### config.mk
export PLATFORM = sky130hd
export DESIGN_NAME = tpsr_top
export DESIGN_NICKNAME = d
export VERILOG_FILES = /design/src/shared/tpsr_pkg.sv /design/src/design/tpsr_top.sv
export VERILOG_INCLUDE_DIRS = /design/src /design/src/shared
export SDC_FILE = /design/constraint.sdc
export NUM_CORES = 1
export LEC_CHECK = 0
export ABC_AREA = 1
export BUFFER_PORTS_ARGS = -buffer_cell sky130_fd_sc_hd__buf_4
export CORE_MARGIN = 3
export CORE_UTILIZATION = 63
export CTS_BUF_LIST = sky130_fd_sc_hd__clkbuf_16
export DETAILED_ROUTE_END_ITERATION = 12
export PLACE_DENSITY_LB_ADDON = 0.3
export SYNTH_ARGS = -nofsm -noshare
export SYNTH_HDL_FRONTEND = slang
export SYNTH_SLANG_ARGS = --single-unit
### constraint.sdc
create_clock -name aclk -period 3.9 [get_ports aclk]
set_input_delay 0.39 -clock aclk [delete_from_list [all_inputs] [get_ports aclk]]
set_output_delay 0.39 -clock aclk [all_outputs]
set_load 0.05 [all_outputs]
### src/shared/tpsr_defs.svh
/*
 * Constants of the tone pair steering register: timing, tone frequencies,
 * register offsets and field positions.
 * Assumes a 50 MHz system clock and a 32-bit AXI4-Lite register bus.
 */
// Summary of operation
// - Early-valid goes high once both group tones are recognised together.
// - Early-valid drops at once when the valid pair condition is lost.
// - Steering above threshold registers the current pair and updates the latch.
// - Steering below threshold frees the receiver to accept a new pair.
// - Guard output follows early-valid and steering level, resetting the RC network.
// - After registration guard drives high while early-valid stays high.
// - Pair registers only after early-valid held for the RC validation period.
// - Delayed steering flag rises after a short latch settling delay.
// - Delayed steering flag is readable as a status bit.
// - In interrupt mode the open-drain request pulls low while the flag is set.
// - Output latch updates only on the rising edge of delayed steering.
// - Reading the receive data register returns the latched four-bit code.
// - Drop-outs shorter than the absent guard time do not end a digit.
// - Tone frequencies found by counting limited inputs, checked against standard set.
// - Host sees one status, two control and two data registers; the code also has an event and a mask register.
// - Digits 1-9 binary, 0 is ten, star eleven, hash twelve, A-C 13-15, D zero.
`ifndef TPSR_DEFS_SVH
`define TPSR_DEFS_SVH

// ----------------------------------------
// Timing
// ----------------------------------------
`define TPSR_CLK_HZ 50000000
`define TPSR_CLK_PERIOD_NS 20
`define TPSR_SETTLE_NS 100
`define TPSR_SETTLE_CYC ((`TPSR_SETTLE_NS + `TPSR_CLK_PERIOD_NS - 1) / `TPSR_CLK_PERIOD_NS)
`define TPSR_CNT_W 18
`define TPSR_SETTLE_W 8

// ----------------------------------------
// Tone detection
// ----------------------------------------
`define TPSR_LOW_HZ0 697
`define TPSR_LOW_HZ1 770
`define TPSR_LOW_HZ2 852
`define TPSR_LOW_HZ3 941
`define TPSR_HIGH_HZ0 1209
`define TPSR_HIGH_HZ1 1336
`define TPSR_HIGH_HZ2 1477
`define TPSR_HIGH_HZ3 1633
`define TPSR_TOL_PCT 3
`define TPSR_MATCH_PERIODS 4
`define TPSR_MATCH_W 3
// Digit code indexed by {row, column}
`define TPSR_DIGIT_TABLE 64'h0cab_f987_e654_d321

// ----------------------------------------
// Register map (byte addresses)
// ----------------------------------------
`define TPSR_ADDR_W 8
`define TPSR_REG_RX_DATA 8'h00
`define TPSR_REG_TX_DATA 8'h04
`define TPSR_REG_CTRL_A 8'h08
`define TPSR_REG_CTRL_B 8'h0c
`define TPSR_REG_STATUS 8'h10
`define TPSR_REG_EVENT 8'h14
`define TPSR_REG_MASK 8'h18
`define TPSR_CTRL_A_IRQ_MODE 0
`define TPSR_STATUS_DSTEER 0
`define TPSR_STATUS_EARLY 1
`define TPSR_STATUS_STEER 2
`define TPSR_EVT_DIGIT 0
`define TPSR_EVT_LOST 1
`define TPSR_EVT_W 2
`define TPSR_RESP_OKAY 2'h0
`define TPSR_RESP_SLVERR 2'h2

`endif

### src/shared/tpsr_pkg.sv
/*
 * Types of the tone pair steering register: steering states and the
 * packed state record of the top module.
 * Assumes tpsr_defs.svh is on the include path.
 */
`include "tpsr_defs.svh"
`default_nettype none

package tpsr_pkg;

	typedef enum logic [1:0] {
		tpsr_idle,
		tpsr_settle,
		tpsr_held
	} tpsr_steer_type;

	typedef struct packed {
		logic [`TPSR_CNT_W-1:0] cnt;
		logic [1:0] sync;
		logic prev;
		logic [1:0] bin;
		logic [`TPSR_MATCH_W-1:0] match;
	} tpsr_chan_type;

	typedef struct packed {
		tpsr_chan_type low;
		tpsr_chan_type high;
		logic early;
		logic [1:0] early_sync;
		logic [1:0] steer_sync;
		tpsr_steer_type steer;
		logic [`TPSR_SETTLE_W-1:0] settle;
		logic [3:0] pending;
		logic [3:0] rx_data;
		logic dsteer;
		logic [3:0] tx_data;
		logic [7:0] ctrl_a;
		logic [7:0] ctrl_b;
		logic [`TPSR_EVT_W-1:0] event_bits;
		logic [`TPSR_EVT_W-1:0] mask;
		logic aw_held;
		logic [`TPSR_ADDR_W-1:0] aw_addr;
		logic w_held;
		logic [31:0] w_data;
		logic [3:0] w_strb;
		logic bvalid;
		logic [1:0] bresp;
		logic rvalid;
		logic [31:0] rdata;
		logic [1:0] rresp;
	} tpsr_state_type;

endpackage : tpsr_pkg

`default_nettype wire

### src/design/tpsr_top.sv
/*
 * Receiver back end: counting tone-pair decoder, early-valid output,
 * steering/guard logic, delayed steering flag, digit latch and the
 * AXI4-Lite register slave with sticky events and interrupt.
 * Assumes limited group tone inputs and the steering comparator level
 * arrive asynchronous to aclk and pass two synchronizer stages; an external RC network sits on the steering pin.
 */
// Added by the designer: the placing of the registers and the AXI4-Lite register port.
`timescale 1ns/1ps
`default_nettype none
`include "tpsr_defs.svh"

module tpsr_top
	import tpsr_pkg::*;
#(
	parameter int MATCH_PERIODS = `TPSR_MATCH_PERIODS,
	parameter int SETTLE_CYC = `TPSR_SETTLE_CYC
) (
	input wire logic aclk, // system clock
	input wire logic aresetn, // synchronous reset
	input wire logic low_tone_in, // limited low-group tone
	input wire logic high_tone_in, // limited high-group tone
	output logic early_pair_valid, // valid pair present
	input wire logic steer_threshold_in, // steering pin above threshold
	output logic guard_time_out, // guard drive level
	output logic guard_oe_n, // guard drive enable
	output logic irq_or_progress_out, // open-drain request level
	output logic irq_or_progress_oe_n, // open-drain request enable
	output logic irq, // masked event interrupt
	input wire logic [`TPSR_ADDR_W-1:0] s_axi_awaddr, // write address
	input wire logic s_axi_awvalid, // write address valid
	output logic s_axi_awready, // write address ready
	input wire logic [31:0] s_axi_wdata, // write data
	input wire logic [3:0] s_axi_wstrb, // write strobes
	input wire logic s_axi_wvalid, // write data valid
	output logic s_axi_wready, // write data ready
	output logic [1:0] s_axi_bresp, // write response
	output logic s_axi_bvalid, // write response valid
	input wire logic s_axi_bready, // write response ready
	input wire logic [`TPSR_ADDR_W-1:0] s_axi_araddr, // read address
	input wire logic s_axi_arvalid, // read address valid
	output logic s_axi_arready, // read address ready
	output logic [31:0] s_axi_rdata, // read data
	output logic [1:0] s_axi_rresp, // read response
	output logic s_axi_rvalid, // read data valid
	input wire logic s_axi_rready // read data ready
);

	// ----------------------------------------
	// Functions
	// ----------------------------------------
	function automatic logic [31:0] tone_hz(input logic grp, input logic [1:0] idx);
		logic [31:0] hz;
		hz = 32'(`TPSR_LOW_HZ0);
		case ({grp, idx})
			3'h0: hz = 32'(`TPSR_LOW_HZ0);
			3'h1: hz = 32'(`TPSR_LOW_HZ1);
			3'h2: hz = 32'(`TPSR_LOW_HZ2);
			3'h3: hz = 32'(`TPSR_LOW_HZ3);
			3'h4: hz = 32'(`TPSR_HIGH_HZ0);
			3'h5: hz = 32'(`TPSR_HIGH_HZ1);
			3'h6: hz = 32'(`TPSR_HIGH_HZ2);
			3'h7: hz = 32'(`TPSR_HIGH_HZ3);
			default: hz = 32'(`TPSR_LOW_HZ0);
		endcase
		return hz;
	endfunction : tone_hz

	// Period in clocks measured between rising edges; returns {hit, bin}
	function automatic logic [2:0] classify(input logic grp,
		input logic [`TPSR_CNT_W-1:0] period);
		logic [2:0] res;
		logic [31:0] nom;
		logic [31:0] tol;
		res = 3'h0;
		nom = 32'h0;
		tol = 32'h0;
		for (int i = 0; i < 4; i++) begin
			nom = 32'(`TPSR_CLK_HZ) / tone_hz(grp, 2'(i));
			tol = (nom * 32'(`TPSR_TOL_PCT)) / 32'd100;
			if ({14'h0, period} >= nom - tol && {14'h0, period} <= nom + tol) begin
				res = {1'b1, 2'(i)};
			end
		end
		return res;
	endfunction : classify

	// One tone channel: period counter plus consecutive-match averaging
	function automatic tpsr_chan_type chan_step(input tpsr_chan_type c,
		input logic grp, input logic pin);
		tpsr_chan_type n;
		logic [2:0] hit;
		logic edge_seen;
		n = c;
		hit = classify(grp, c.cnt);
		n.sync = {c.sync[0], pin};
		n.prev = c.sync[1];
		edge_seen = c.sync[1] && !c.prev;
		if (edge_seen) begin
			n.cnt = `TPSR_CNT_W'(1);
			if (hit[2] && hit[1:0] == c.bin) begin
				if (c.match < `TPSR_MATCH_W'(MATCH_PERIODS)) begin
					n.match = c.match + `TPSR_MATCH_W'(1);
				end
			end else if (hit[2]) begin
				n.bin = hit[1:0];
				n.match = `TPSR_MATCH_W'(1);
			end else begin
				n.match = '0;
			end
		end else if (&c.cnt) begin
			// Tone vanished: no edge within the counter range
			n.match = '0;
		end else begin
			n.cnt = c.cnt + `TPSR_CNT_W'(1);
			if (c.match != '0 && classify(grp, c.cnt + `TPSR_CNT_W'(1)) == 3'h0 &&
				c.cnt > `TPSR_CNT_W'(`TPSR_CLK_HZ / `TPSR_LOW_HZ0)) begin
				n.match = '0;
			end
		end
		return n;
	endfunction : chan_step

	function automatic logic [3:0] digit_code(input logic [1:0] row, input logic [1:0] col);
		logic [63:0] table_bits;
		table_bits = `TPSR_DIGIT_TABLE;
		return table_bits[{row, col, 2'h0} +: 4];
	endfunction : digit_code

	function automatic logic [31:0] wmerge(input logic [31:0] old, input logic [31:0] data,
		input logic [3:0] strb);
		logic [31:0] res;
		res = old;
		for (int b = 0; b < 4; b++) begin
			if (strb[b]) begin
				res[b*8 +: 8] = data[b*8 +: 8];
			end
		end
		return res;
	endfunction : wmerge

	// ----------------------------------------
	// State
	// ----------------------------------------
	tpsr_state_type state;
	tpsr_state_type next_state;
	logic pair_now;
	logic steer_s;
	logic early_s;
	logic registered;
	logic aw_take;
	logic w_take;
	logic ar_take;
	logic do_write;
	logic [`TPSR_ADDR_W-1:0] wr_addr;
	logic [31:0] wr_data;
	logic [3:0] wr_strb;
	logic [`TPSR_EVT_W-1:0] evt_set;
	logic [31:0] rd_word;
	logic [1:0] rd_resp;
	logic rd_clear;

	assign pair_now = state.low.match >= `TPSR_MATCH_W'(MATCH_PERIODS) &&
		state.high.match >= `TPSR_MATCH_W'(MATCH_PERIODS);
	assign steer_s = state.steer_sync[1];
	assign early_s = state.early_sync[1];
	assign registered = state.steer != tpsr_idle;
	assign aw_take = s_axi_awvalid && s_axi_awready;
	assign w_take = s_axi_wvalid && s_axi_wready;
	assign ar_take = s_axi_arvalid && s_axi_arready;

	// Write may complete with address and data arriving in either order
	assign wr_addr = state.aw_held ? state.aw_addr : s_axi_awaddr;
	assign wr_data = state.w_held ? state.w_data : s_axi_wdata;
	assign wr_strb = state.w_held ? state.w_strb : s_axi_wstrb;
	assign do_write = (state.aw_held || aw_take) && (state.w_held || w_take) &&
		!state.bvalid;

	// ----------------------------------------
	// Read decode
	// ----------------------------------------
	always_comb begin
		rd_word = 32'h0;
		rd_resp = `TPSR_RESP_OKAY;
		rd_clear = 1'b0;
		case (s_axi_araddr)
			`TPSR_REG_RX_DATA: rd_word[3:0] = state.rx_data;
			`TPSR_REG_TX_DATA: rd_word[3:0] = state.tx_data;
			`TPSR_REG_CTRL_A: rd_word[7:0] = state.ctrl_a;
			`TPSR_REG_CTRL_B: rd_word[7:0] = state.ctrl_b;
			`TPSR_REG_STATUS: begin
				rd_word[`TPSR_STATUS_DSTEER] = state.dsteer;
				rd_word[`TPSR_STATUS_EARLY] = state.early;
				rd_word[`TPSR_STATUS_STEER] = steer_s;
			end
			`TPSR_REG_EVENT: begin
				rd_word[`TPSR_EVT_W-1:0] = state.event_bits;
				rd_clear = 1'b1;
			end
			`TPSR_REG_MASK: rd_word[`TPSR_EVT_W-1:0] = state.mask;
			default: rd_resp = `TPSR_RESP_SLVERR;
		endcase
	end

	// ----------------------------------------
	// Next state
	// ----------------------------------------
	always_comb begin
		next_state = state;
		evt_set = '0;

		// Tone decoder
		next_state.low = chan_step(state.low, 1'b0, low_tone_in);
		next_state.high = chan_step(state.high, 1'b1, high_tone_in);
		next_state.early = pair_now;
		next_state.early_sync = {state.early_sync[0], state.early};
		next_state.steer_sync = {state.steer_sync[0], steer_threshold_in};
		if (state.early && !pair_now) begin
			evt_set[`TPSR_EVT_LOST] = 1'b1;
		end

		// Steering: the RC network times both guard periods
		case (state.steer)
			tpsr_idle: begin
				next_state.dsteer = 1'b0;
				if (steer_s && early_s) begin
					next_state.pending = digit_code(state.low.bin, state.high.bin);
					next_state.settle = '0;
					next_state.steer = tpsr_settle;
				end
			end
			tpsr_settle: begin
				if (!steer_s) begin
					next_state.steer = tpsr_idle;
				end else if (state.settle >= `TPSR_SETTLE_W'(SETTLE_CYC - 1)) begin
					next_state.dsteer = 1'b1;
					next_state.rx_data = state.pending;
					next_state.steer = tpsr_held;
					evt_set[`TPSR_EVT_DIGIT] = 1'b1;
				end else begin
					next_state.settle = state.settle + `TPSR_SETTLE_W'(1);
				end
			end
			tpsr_held: begin
				// Short drop-outs never pull the RC node below threshold
				if (!steer_s) begin
					next_state.dsteer = 1'b0;
					next_state.steer = tpsr_idle;
				end
			end
			default: begin
				next_state.steer = tpsr_idle;
				next_state.dsteer = 1'b0;
			end
		endcase

		// Bus write side
		if (aw_take && !do_write) begin
			next_state.aw_held = 1'b1;
			next_state.aw_addr = s_axi_awaddr;
		end
		if (w_take && !do_write) begin
			next_state.w_held = 1'b1;
			next_state.w_data = s_axi_wdata;
			next_state.w_strb = s_axi_wstrb;
		end
		if (do_write) begin
			next_state.aw_held = 1'b0;
			next_state.w_held = 1'b0;
			next_state.bvalid = 1'b1;
			next_state.bresp = `TPSR_RESP_OKAY;
			case (wr_addr)
				`TPSR_REG_TX_DATA:
					next_state.tx_data = 4'(wmerge({28'h0, state.tx_data}, wr_data, wr_strb));
				`TPSR_REG_CTRL_A:
					next_state.ctrl_a = 8'(wmerge({24'h0, state.ctrl_a}, wr_data, wr_strb));
				`TPSR_REG_CTRL_B:
					next_state.ctrl_b = 8'(wmerge({24'h0, state.ctrl_b}, wr_data, wr_strb));
				`TPSR_REG_MASK:
					next_state.mask = `TPSR_EVT_W'(wmerge({30'h0, state.mask}, wr_data,
						wr_strb));
				`TPSR_REG_RX_DATA, `TPSR_REG_STATUS, `TPSR_REG_EVENT: begin
				end
				default: next_state.bresp = `TPSR_RESP_SLVERR;
			endcase
		end else if (state.bvalid && s_axi_bready) begin
			next_state.bvalid = 1'b0;
		end

		// Bus read side
		if (ar_take) begin
			next_state.rvalid = 1'b1;
			next_state.rdata = rd_word;
			next_state.rresp = rd_resp;
		end else if (state.rvalid && s_axi_rready) begin
			next_state.rvalid = 1'b0;
		end

		// Sticky events: a new event beats the clear of the same read
		if (ar_take && rd_clear) begin
			next_state.event_bits = evt_set;
		end else begin
			next_state.event_bits = state.event_bits | evt_set;
		end
	end

	// ----------------------------------------
	// Registers
	// ----------------------------------------
	always_ff @(posedge aclk) begin
		if (!aresetn) begin
			state <= '0;
			state.steer <= tpsr_idle;
		end else begin
			state <= next_state;
		end
	end

	// ----------------------------------------
	// Outputs
	// ----------------------------------------
	assign early_pair_valid = state.early;
	// Guard holds the RC node while a digit is registered
	assign guard_time_out = early_s;
	assign guard_oe_n = !registered;
	// Open drain: level fixed low, only the enable moves
	assign irq_or_progress_out = 1'b0;
	assign irq_or_progress_oe_n = !(state.ctrl_a[`TPSR_CTRL_A_IRQ_MODE] && state.dsteer);
	assign irq = |(state.event_bits & state.mask);
	assign s_axi_awready = !state.aw_held && !state.bvalid;
	assign s_axi_wready = !state.w_held && !state.bvalid;
	assign s_axi_bvalid = state.bvalid;
	assign s_axi_bresp = state.bresp;
	assign s_axi_arready = !state.rvalid;
	assign s_axi_rvalid = state.rvalid;
	assign s_axi_rdata = state.rdata;
	assign s_axi_rresp = state.rresp;

endmodule : tpsr_top

`default_nettype wire

After elaboration in Yosys (flattened, before gate mapping)
Cells that the tools add are included.
{ "classes": {"add_sub_neg": 21, "mul": 8, "div": 16, "n_lt_le_gt_ge": 39, "n_eq_ne": 26, "shifts": 1, "n_mux": 83, "bitwise_logic": 5, "n_reduce_logical": 86} }
{ "ops": {"columns": ["op", "n"], "rows": [
  ["$mux W32", 16],
  ["$add A32 B32 Y32", 8],
  ["$div A26 B32 Y32 const A", 8],
  ["$div A32 B7 Y32 const B", 8],
  ["$ge A18 B32 Y1", 8],
  ["$le A18 B32 Y1", 8],
  ["$mul A32 B2 Y32 const B", 8],
  ["$sub A32 B32 Y32", 8],
  ["$ge A18 B16 Y1 const B", 6],
  ["$le A18 B16 Y1 const B", 5],
  ["$mux W3", 30],
  ["$shiftx A64 B7 Y4 const A", 1],
  ["$eq A8 B5 Y1 const B", 6],
  ["$logic_and A1 B1 Y1", 40],
  ["$add A18 B1 Y18 const B", 2],
  ["$gt A18 B17 Y1 const B", 2],
  ["$le A18 B17 Y1 const B", 2],
  ["$reduce_and A18 Y1", 2],
  ["$eq A8 B4 Y1 const B", 4],
  ["$mux W8", 4],
  ["$reduce_and A3 Y1", 9],
  ["$mux W1", 19],
  ["$ge A18 B15 Y1 const B", 1],
  ["$ge A18 B17 Y1 const B", 1],
  ["36 further kinds", 79]
]} }
{ "word_totals": {"register_bits": 133, "input_bits": 62, "output_inout_bits": 47, "wordCells": 320} }

Depth between registers and ports, before layout
Gate-level depths: netlist (run 1).
{ "logic_depth": {"word_depth": 21, "ltp_mapped": 19, "mapped_depth_nobuf": 18} }

Least setup slack after synthesis (run 1)
Ideal clock, no wire load.
{ "synth_path": {"path_kind": "register to register", "startpoint": "reg state (netlist bit s_axi_bvalid)", "endpoint": "reg state[89] (netlist bit)", "setup_time_ps": 119, "arrival_time_ps": 2483, "t_required_ps": 3781, "path_slack_ps": 1298, "path_stages_with_launch": 10, "path_buffers": 1, "synth_period_minus_slack_ps": 2602, "cell_sequence": "dfxtp_1 -> nor2_1 -> a21oi_1 -> nor3_2 -> inv_2 -> nor2_4 -> nand2_2 -> buf_6 -> o21ai_0 -> a21oi_1"} }
{ "synth_via": {"elab_chain_len": 7, "elab_cells_between_ends": 10, "classes_between": "reduce/logical: 10"} }
{ "synth_rtl": {"columns": ["item", "line", "text"], "rows": [
  ["from (decl)", "tpsr_top.sv:145", "tpsr_state_type state;"],
  ["from (signal assigned)", "tpsr_top.sv:315", "state <= next_state;"],
  ["$logic_not A1 Y1", "tpsr_top.sv:330", "assign s_axi_awready = !state.aw_held && !state.bvalid;"],
  ["$logic_and A1 B1 Y1", "tpsr_top.sv:330", null],
  ["named net s_axi_awready", "tpsr_top.sv:32", "output logic s_axi_awready,"],
  ["$logic_and A1 B1 Y1", "tpsr_top.sv:168", "assign aw_take = s_axi_awvalid && s_axi_awready;"],
  ["$logic_or A1 B1 Y1", "tpsr_top.sv:176", "assign do_write = (state.aw_held || aw_take) && (state.w_held || w_take) &&"],
  ["$logic_and A1 B1 Y1 (2 in a row)", "tpsr_top.sv:176", null],
  ["$reduce_and A3 Y1 (no line)", null, null]
]} }
The timed path passes the listed nets, and every way through them passes these cells.
A chain may end at the register's enable or synchronous reset.

Final worst setup path (run 1)
{ "layout_path": {"startpoint": "reg state[166] (netlist bit)", "endpoint": "reg state[158] (netlist bit)"} }
{ "layout_via": {"elab_chain_len": 14, "elab_cells_between_ends": 49, "classes_between": "add/sub: 1; order compare: 17; eq/ne: 2; mux: 14; reduce/logical: 15"} }
{ "layout_rtl": {"columns": ["item", "line", "text"], "rows": [
  ["$add A18 B1 Y18", "tpsr_top.sv:116", "if (c.match != '0 && classify(grp, c.cnt + `TPSR_CNT_W'(1)) == 3'h0 &&"],
  ["$ge A18 B32 Y1 / $le A18 B32 Y1 (equally long branches)", "tpsr_top.sv:81", "if ({14'h0, period} >= nom - tol && {14'h0, period} <= nom + tol) begin"],
  ["$logic_and A1 B1 Y1", "tpsr_top.sv:81", null],
  ["$mux W3 (4 in a row)", "tpsr_top.sv:81", null],
  ["$mux W3", "tpsr_top.sv:111", "end else if (&c.cnt) begin"],
  ["$mux W3", "tpsr_top.sv:99", "if (edge_seen) begin"],
  ["$logic_not A3 Y1", "tpsr_top.sv:116", null],
  ["$logic_and A1 B1 Y1 (2 in a row)", "tpsr_top.sv:116", null],
  ["$reduce_bool A3 Y1 (no line)", null, null],
  ["$reduce_and A2 Y1 (no line)", null, null]
]} }
Several ways; a longest one is shown, not always the timed one. The select of a mux whose other input is x is not followed.

==> metrics.md, run 1 <==
| Metric | Value |
|---|---|
| Detailed-route via count | about 7600 |
| Root Buffer Master | clkbuf_16 |
| CP most frequent cell | nand2_1 |
| CTS Hold Bufs | 0 |
| Total power | 3.58 mW |
| Ys flop type | dfxtp_1 |
| Routed len/inst | 13.3 um |
| Fin cells | 1388 |
| Worst Hold Class | in -> reg |
| Synth area leader | dfxtp_1 |
| CP max-delay cell | dfxtp_1 |
| Largest net degree at the start of global routing | 60 |
| Final nets | around 1300 |
| Layout Area Growth over Synthesis | 11.1% |
| Post-synth EDFFs | 0 |
| Top-Level Pins | 109 |
| GP Congestion | 0.948 |
| Final instance area | 8700 um2 |
| Mapped cell area | 7840 um2 |
| Most common cell in the synthesized netlist | nand2_1 |
| Die height | 118 um |
| Setup TNS | 0 ns |
| Register area share after synthesis | about 33% |
| Critical Path Fanout Max | 10 |
| Antenna violations before repair | 0 |
| Slew @ Worst Pin | between 0.9 and 1 ns |
| Cell area power density | 411 nW/um2 |
| Max Fclk | a little over 400 MHz |
| DR top layer | met4 |
| Setup violations, final | 0 |
| Worst path bufs/invs | 0 |
| Hpwl dp | ~13 mm |
| CTS tree | yes |
| YS warnings | 0 |
| Met2 routed WL | ~8.6 mm |
| Clock Tree Buf Depth | 2 |
| Maxcap violations | 0 |
| Critical Path AT | 2.80 ns |
| Unrepaired setup endpoints after global routing | false |
| Drt via density | 5.46 |
| Share of cells above drive strength 1 | 11.0% |
| # DRC | 0 |
| Fillers | 1031 |
| Max Slew Vio Count | 0 |
| Ranking of synthesized cells by area | dfxtp_1, nand2_1, inv_1 |
| Syn Area/Cell | approximately 6.7 um2 |
| Status | completed |
| Resized Gates After CTS | 0 |
| Die area | 13800 um2 |
| Yosys top cell area share | 33.5% |
| Endpoints failing hold | 0 |
| Inserted Diodes | 0 |
| Placed Cells | 1356 |
| Crit path time final | 2.45 ns |
| Peak VDD IR | between 500 and 600 uV |
| Gr usage total | 26.6% |
| Reg clk slew, reported paths | 0.06 ns |
| CTS Buf Count | 17 |
| Critical path required time | 4.25 ns |
| Starting density of the core | 65.0% |
| Final ANT Viol Nets | 0 |
| Top cells by instance count after synthesis | nand2_1, inv_1, nor2_1, dfxtp_1, a21oi_1 |
| PortBufs | 54 |
| CP Class | reg -> reg |
| Met1 WL | 8.25 mm |
| Rows | 40 |
| Critical Path Source Type | flop |
| Top cell family by delay on the critical path | simple AND/OR/NAND/NOR gates |
| Post-synthesis cell count | 1177 |
| Placement Cell Area | between 8000 and 9000 um2 |
| Htree depth | 4 |
| Leak | ~3.9 nW |
| Met3 WL post-DR | 1.30 mm |
| # clock sinks | between 100 and 150 |
| Initial DRC count | roughly 650 |
| Synth Register Bits | 131 |
| First-pass GRT wire length | 31.1 mm |
| Drt pass-1 iters | 5 |
| Crit path largest cell delay | 0.56 ns |
| Core area | 12100 um2 |
| Vias in the first global route | 6823 |
| Final worst path period share | between 60% and 70% |
| Die X | 118 um |
| Post-Route WL | 18.4 mm |
| Post-synthesis cell type count | 53 |
| Max_slew headroom | 39.5% |
| Number of setup buffers added after CTS | 0 |
| Total gr overflow | 0 |
| Clock skew | between 0.007 and 0.008 ns |
| Asr flop ratio synth | 0% |
| Worst-path cell chain | ha_1, nand2_2, nor2_8, nand3_1, xor2_1, a21oi_1, nand2_1, nand2_1, nand2_1, nand2_1, nand2_2, nand2_1, nand2_1, nand2_1, nor2_1 |
| CP endpoint kind | flop |
| Clk_lat worst skew | 0.42 ns |
[worst min-delay path, stage by stage]
cell     delay (ns)
buf_4          0.07
nand2_1        0.04
inv_1          0.04
[per-layer routing]
metal,GRT usage (%),vias to the layer above
li1,-,3808
met1,34.9,3478
met2,44.0,264
met3,5.91,29
met4,8.21,0
met5,0,-
[final timing paths]
kind / start / endpoint / slack, ns / cells after the start
max reg2reg: state[166] / state[158] / 1.45 / 15
min: steer_threshold_in / next_state[128] / 0.15 / 3
min reg2reg: next_state[128] / state[128] / 0.42 / 2
max: state[166] / state[158] / 1.45 / 15
[flip-flops by register name (all words and copies together) (netlist names)]
name              cells
s_axi_rresp           1
s_axi_rdata           8
next_state            6
s_axi_bresp           1
guard_time_out        1
s_axi_rvalid          1
early_pair_valid      1
state               111
s_axi_bvalid          1
[stage by stage]
stage	hold slack, ns	setup WS, ns	utilization (%)
4_1_cts	0.137	1.49	72.2
6_report	0.146	1.45	72.2
3_5_place_dp	0.408	1.50	67.1
3_3_place_gp	0.399	1.55	67.1
5_1_grt	0.153	1.20	72.2
2_1_floorplan	0.390	1.30	-
[area by class of cell]
cell class,count,area (um2),share of cell area (%)
Clock buffer,17,425,4.89
Clock inverter,15,190,2.19
Inverter,155,582,6.68
Multi-Input combinational cell,846,4250,48.9
Sequential cell,131,2620,30.1
Tap cell,168,210,2.42
Timing Repair Buffer,56,420,4.83
[power by group]
group | switching [mW] | leakage [nW] | internal [mW]
combinational | 0.326 | 2.58 | 0.124
sequential | 0.0488 | 1.06 | 1.40
clock | 0.614 | 0.299 | 1.06
[kinds of logic after synthesis]
| logic type | Yosys count | synth area share (%) |
|---|---|---|
| AOI/OAI and AO/OA | 222 | 15.3 |
| xor gates and xnor gates | 19 | 2.12 |
| adders and majority gates | 20 | 3.19 |
| buffers and inverters | 226 | 13.5 |
| DFF | 131 | 33.5 |
| muxes | 2 | 0.255 |
| other | 1 | 0.0479 |
| and+or+nand+nor | 556 | 32.1 |
[layout by cell type (no fill, tap or decap), drive strengths merged]
master / n
nand3b: 1
inv: 157
a21oi: 94
dfxtp: 131
o211ai: 4
buf: 56
nor4: 7
a41oi: 1
nand2: 256
bufinv: 4
o21bai: 1
o22ai: 4
nor3b: 3
nand3: 82
o21ai: 95
xor2: 18
clkinvlp: 1
a211oi: 4
o221ai: 2
xnor2: 1
a31oi: 5
o21a: 1
nor2b: 1
clkinv: 8
nor2: 159
o2111ai: 1
conb: 27
nand4: 19
a32oi: 1
ha: 20
o31ai: 4
and2: 1
a32o: 1
clkbuf: 17
a21boi: 1
a22oi: 3
nor3: 23
mux2i: 2
or2: 4
(Power assumes the default switching activity.)
==> inputs of run 2 (changes only) <==
ABC_AREA = 0   (was 1)
CORE_UTILIZATION = 59   (was 63)
clock period = 2.3 ns   (was 3.9 ns; I/O delays follow)
==> run 2 against run 1 <==
Against the previous run: the flow now finishes with violations (negative setup slack); maximum frequency fell by 8.8%; utilization rose by 11 points; sequential power rose by 62%; power rose by 56%.
==> metrics.md, run 2 <==
| Metric | Value |
|---|---|
| Syn Area/Cell | 8.11 um2 |
| Fin util | 83.3% |
| Most common cell after layout, fill and taps aside | buf_4 |
| Antenna violations before repair | 0 |
| GP Congestion | 0.970 |
| Gr usage total | 31.9% |
| Crit path time final | 2.68 ns |
| Violated checks | negative setup slack |
| Max Slew Vio Count | 0 |
| Ranking of synthesized cells by area | dfxtp_1, mux2i_1, nor2_1 |
| Total gr overflow | 0 |
| Setup TNS | -2.13 ns |
| PortBufs | 54 |
| First-pass GRT wire length | 42.0 mm |
| Hold_sp | high_tone_in |
| Peak VDD IR | 543 uV |
| Unrepaired setup endpoints after global routing | true |
| Clock skew | 0.00689 ns |
| Worst-path cell chain | ha_4, nand3_4, or4_4, and2_4, a311o_1, o31ai_4, a221oi_4, or2_1, a2111oi_2 |
| Cell area power density | 493 nW/um2 |
| Root Buffer Master | clkbuf_16 |
| Ys flop type | dfxtp_1 |
| Placement Cell Area | 10100 um2 |
| Die height | between 100 and 150 um |
| Routed len/inst | 18.9 um |
| Maxcap violations | 0 |
| Max_slew headroom | between 50% and 60% |
| Worst Hold Class | in -> reg |
| Final worst path period share | 117% |
| Share of cells above drive strength 1 | 32.6% |
| Post-synthesis cell type count | 86 |
| Die X | about 130 um |
| Fillers | 782 |
| Htree depth | 4 |
| Synth Register Bits | ~130 |
| Starting density of the core | 61.8% |
| YS warnings | 0 |
| Critical Path Source Type | flop |
| Clk_lat worst skew | 0.43 ns |
| Layout Area Growth over Synthesis | 34.9% |
| Critical path required time | ~2.6 ns |
| Hpwl dp | 16.8 mm |
| Post-Route WL | 27.0 mm |
| Leak | 4.83 nW |
| Setup violations, final | 9 |
| Slew @ Worst Pin | 0.711 ns |
| Drt pass-1 iters | 8 |
| Synth area leader | dfxtp_1 |
| Post-synth EDFFs | 0 |
| CP endpoint kind | flop |
| Critical Path Fanout Max | 7 |
| Vias in the first global route | around 8600 |
| Critical Path AT | 3.01 ns |
| Max reg flops | 111 |
| Largest register by flop count | state |
| # clock sinks | 131 |
| Die area | 15700 um2 |
| # DRC | 0 |
| Initial DRC count | 950 |
| Largest net degree at the start of global routing | 45 |
| Critical path origin | state[140] |
| Core area | between 10000 and 15000 um2 |
| Reg clk slew, reported paths | 0.06 ns |
| Mapped cell area | 8410 um2 |
| Clock Tree Buf Depth | 2 |
| Final ANT Viol Nets | 0 |
| Top cells by instance count after synthesis | dfxtp_1, nor2_1, a21oi_1, nand2_1, mux2i_1 |
| Top-Level Pins | around 110 |
| Final instance area | around 11000 um2 |
| Drt via density | around 6.2 |
| Asr flop ratio synth | 0% |
| Most common cell in the synthesized netlist | dfxtp_1 |
| Crit path largest cell delay | 0.56 ns |
| Pre-CTS WS | -0.504 ns |
| Worst setup margin | -0.384 ns |
| Endpoints failing hold | 0 |
| Status | complete, but fails checks |
| Register area share after synthesis | about 31% |
| Final nets | around 1300 |
| Inserted Diodes | 0 |
| CP Class | reg -> reg |
| Detailed-route via count | 8896 |
| CTS tree | yes |
| RR Startpoint | state[140] |
| CTS Buf Count | 17 |
| Post-synthesis cell count | ~1000 |
| CP max-delay cell | or4_4 |
| Max Fclk | 373 MHz |
| Yosys top cell area share | 31.2% |
| Commonest cells after routing, fill and taps aside | buf_4, nor2_1, dfxtp_1 |
| Rows | 42 |
[run 2: worst paths after layout]
kind	slack (ns)	to	depth (start not counted)
hold reg to reg	0.43	next_state[163]	1
hold / removal	0.009	next_state[139]	2
setup / recovery	-0.38	state[132]	9
setup reg to reg	-0.38	state[132]	9
[run 2: cell type report]
type / count / area (um2) / share of cell area (%)
flip-flops and latches: 131 / 2660 / 23.5
clock inverters: 14 / 125 / 1.10
repair buffers: 268 / 2100 / 18.5
well taps: 176 / 220 / 1.94
clock buffers: 17 / 425 / 3.75
inverters: 34 / 128 / 1.13
multi-input cells: 786 / 5680 / 50.1
[run 2: cell families (layout without fill, tap and decap cells)]
family | after synthesis | count (layout) | synth area share [%]
AO/OA/AOI/OAI | 241 | 241 | 20.1
XOR/XNOR | 41 | 41 | 4.27
adder cells (fa/ha/maj) | 22 | 22 | 3.27
buffers and inverters | 146 | 333 | 8.62
flip-flops | 131 | 131 | 31.2
multiplexers | 73 | 73 | 9.08
other | 1 | 27 | 0.0446
AND/OR/NAND/NOR | 382 | 382 | 23.4
[run 2: repair_timing]
action / in CTS / in global routing
hold endpoints to repair: 1 / 0
pin swaps: 37 / 37
setup endpoints to repair: 12 / 12
gates resized for setup: 70 / 57
hold buffers: 1 / 0
buffers inserted: 14 / 5
[run 2: report_power, final]
part | leakage, nW | internal (mW) | switching, mW
combinational | 3.48 | 0.240 | 0.422
clock | 0.273 | 1.56 | 1.03
sequential | 1.07 | 2.31 | 0.0385
total | 4.83 | 4.11 | 1.49
[run 2: through the flow]
| stage | total power, mW | instances | hold WS, ns |
|---|---|---|---|
| floorplan | 2.85 | 1063 | 0.329 |
| global placement | 3.00 | 1376 | 0.416 |
| detailed placement | 3.01 | 1376 | 0.419 |
| CTS | 5.58 | 1422 | 0.00315 |
| global route | 5.74 | 1426 | 0.0152 |
| finish | 5.60 | 1426 | 0.00917 |
[run 2: layer usage]
metal | global-route usage, % | wire length, um | vias up
li1 | - | - | 4097
met1 | 40.3 | 10900 | 4219
met2 | 54.1 | 13200 | 473
met3 | 5.37 | 1880 | 107
met4 | 13.3 | 1040 | 0
met5 | 0 | 0 | -
[run 2: worst max-delay path: cells and delay by family (launching register included)]
family,cells,cell delay [ns]
compound gates,4,0.88
fa+ha+maj,1,0.18
simple gates,4,1.14
flops,1,0.37
==> inputs of run 3 (changes only) <==
CORE_MARGIN = 2   (was 3)
clock period = 2.7 ns   (was 2.3 ns; I/O delays follow)
==> run 3 against run 2 <==
Against the previous run: largest power group unchanged; maximum frequency fell by 2.1%; sequential share of layout area rose by 1.8 points; the flow still finishes with violations (negative setup slack); highest routed layer unchanged; worst hold slack better by 0.011 ns.
==> metrics.md, run 3 (synthesis results as in run 2) <==
| Metric | Value |
|---|---|
| Critical path required time | 3.04 ns |
| Met1 Resource Use GR | between 30% and 40% |
| Storage cell area | 2640 um2 |
| Htree depth | 4 |
| Fillers | 976 |
| Gr busiest metal | met2 |
| Clock Tree Buf Depth | 2 |
| Placement Cell Area | 9410 um2 |
| Multi-input gate area | 5430 um2 |
| Rows | 43 |
| Critical Path Fanout Max | 7 |
| Final instance area | 10400 um2 |
| Max_slew headroom | 55.3% |
| Leak | 4.38 nW |
| CP max-delay cell | or4_4 |
| Final worst path period share | 102% |
| Placed Cells | between 1000 and 1500 |
| Max Slew Vio Count | 0 |
| Largest net degree at the start of global routing | between 40 and 50 |
| Grt met2 use | approximately half |
| Critical Path Source Type | flop |
| Drt pass-1 iters | 6 |
| Slack of the worst reg-to-reg path | -0.04 ns |
| Peak VDD IR | just over 500 uV |
| Vias in the first global route | roughly 7500 |
| Slew @ Worst Pin | 0.670 ns |
| Hold_sp | s_axi_rready |
| Crit path time final | 2.74 ns |
| Endpoints failing hold | 0 |
| Hold Crit Depth | 2 |
| Detailed-route via count | slightly above 8000 |
| Reg clk slew, reported paths | ~0.06 ns |
| CTS Buf Count | 17 |
| Status | complete, but fails checks |
| Most common cell after layout, fill and taps aside | buf_4 |
| Crit path largest cell delay | 0.46 ns |
| Hpwl dp | 15.1 mm |
| Critical Path AT | 3.09 ns |
| Core area | 13900 um2 |
| Total gr overflow | 0 |
| Violated checks | negative setup slack |
| CP endpoint kind | flop |
| Maxcap violations | 0 |
| # DRC | 0 |
| Gr usage total | approximately 30% |
| Clk_lat worst skew | 0.42 ns |
| Final ANT Viol Nets | 0 |
| Worst-path cell chain | ha_4, nand3_4, or4_4, mux2i_1, o21ai_1, a2111o_1, a221oi_4, o21ai_0, a221oi_2 |
| PortBufs | 54 |
| First-pass GRT wire length | 36.4 mm |
| Worst Hold Class | in -> reg |
| Root Buffer Master | clkbuf_16 |
| Top-Level Pins | between 100 and 150 |
| Share of cells above drive strength 1 | 24.5% |
| Commonest cells after routing, fill and taps aside | buf_4, dfxtp_1, nor2_1 |
| GP Congestion | 1.00 |
| Initial DRC count | 1018 |
| Met3 GRT Util | 5.58% |
| Die height | 123 um |
| Worst path bufs/invs | 0 |
| Top cell family by delay on the critical path | compound AO/OA/AOI/OAI gates |
| Clock skew | 0.00777 ns |
| RR Startpoint | state[141] |
| Fin cells | 1339 |
| Unrepaired setup endpoints after global routing | true |
| Routed len/inst | 17.1 um |
| Post-Route WL | ~23 mm |
| CP Class | reg -> reg |
| Antenna violations before repair | 0 |
| Final nets | 1230 |
| CTS Hold Bufs | 0 |
| Hold EP | s_axi_rvalid |
| Cell area power density | 489 nW/um2 |
| Drt via density | 6.14 |
| # clock sinks | 131 |
| R2R cell count | 9 |
| Max reg flops | approximately 110 |
| Max Fclk | 365 MHz |
| Largest register by flop count | state |
| Worst setup margin | -0.0417 ns |
| Setup violations, final | 2 |
| Starting density of the core | 60.6% |
| Worst R2R End | state[134] |
| Layout Area Growth over Synthesis | 24.2% |
| Die area | 15200 um2 |
| CTS tree | yes |
| Inserted Diodes | 0 |
| Die X | 123 um |
[run 3: cell count changes in the layout (fill, tap and decap cells not counted), sizes merged]
cell and delta:
clkinv -3, bufinv +3, buf -91, inv +2
clkinvlp -1, dlygate4sd3 -1
[run 3: what timing repair did]
item / CTS / global route
endpoints found under the setup margin: 3 / 9
cloned: 0 / 1
buffers inserted: 1 / 8
resized for setup: 22 / 47
pin swaps: 3 / 26
[run 3: worst max path at each step]
stage                     slack, ns  cells past startpoint        from          to
after floorplan              0.0004                     11  state[141]  state[132]
after global placement        -0.14                     10  state[140]  state[132]
after detailed placement      -0.17                     10  state[140]  state[132]
after CTS                     0.004                     13  state[140]  state[134]
after global routing          -0.15                      9  state[141]  state[134]
final                         -0.04                      9  state[141]  state[134]
[run 3: report_power, final]
group / switching, mW / total, mW / internal, mW
sequential: 0.0289 / 2.00 / 1.97
combinational: 0.343 / 0.531 / 0.188
clock: 0.931 / 2.58 / 1.65
total: 1.30 / 5.10 / 3.80
[run 3: layout make-up]
cell class	instances	share of cell area, %
Inverter	34	1.22
Tap cell	180	2.16
Clock buffer	17	4.07
Sequential cell	131	25.3
Multi-Input combinational cell	786	51.9
Clock inverter	15	2.17
Timing Repair Buffer	176	13.1
[run 3: worst register-to-register path, cell delays in order (launching register included)]
cell	delay [ns]
dfxtp_2	0.36
ha_4	0.18
nand3_4	0.14
or4_4	0.46
mux2i_1	0.18
o21ai_1	0.13
a2111o_1	0.45
a221oi_4	0.35
o21ai_0	0.19
a221oi_2	0.22
[run 3: through the flow]
step / setup TNS, ns / hold slack, ns / worst slack, ns / power, mW / util [%]
final: -0.0466 / 0.0202 / -0.0417 / 5.10 / 75.2
after global routing: -0.437 / 0.0195 / -0.147 / 5.26 / 75.2
after CTS: 0 / 0.00845 / 0.00416 / 5.12 / 73.3
after detailed placement: -0.385 / 0.423 / -0.173 / 2.55 / 67.8
after global placement: -0.275 / 0.415 / -0.140 / 2.54 / 67.8
after floorplan: 0 / 0.369 / 0.000417 / 2.42 / -
[run 3: metal layers]
layer | wire length, um | vias up
li1 | - | 3908
met1 | 9820 | 3913
met2 | 11100 | 344
met3 | 1370 | 63
met4 | 599 | 0
met5 | 0 | -
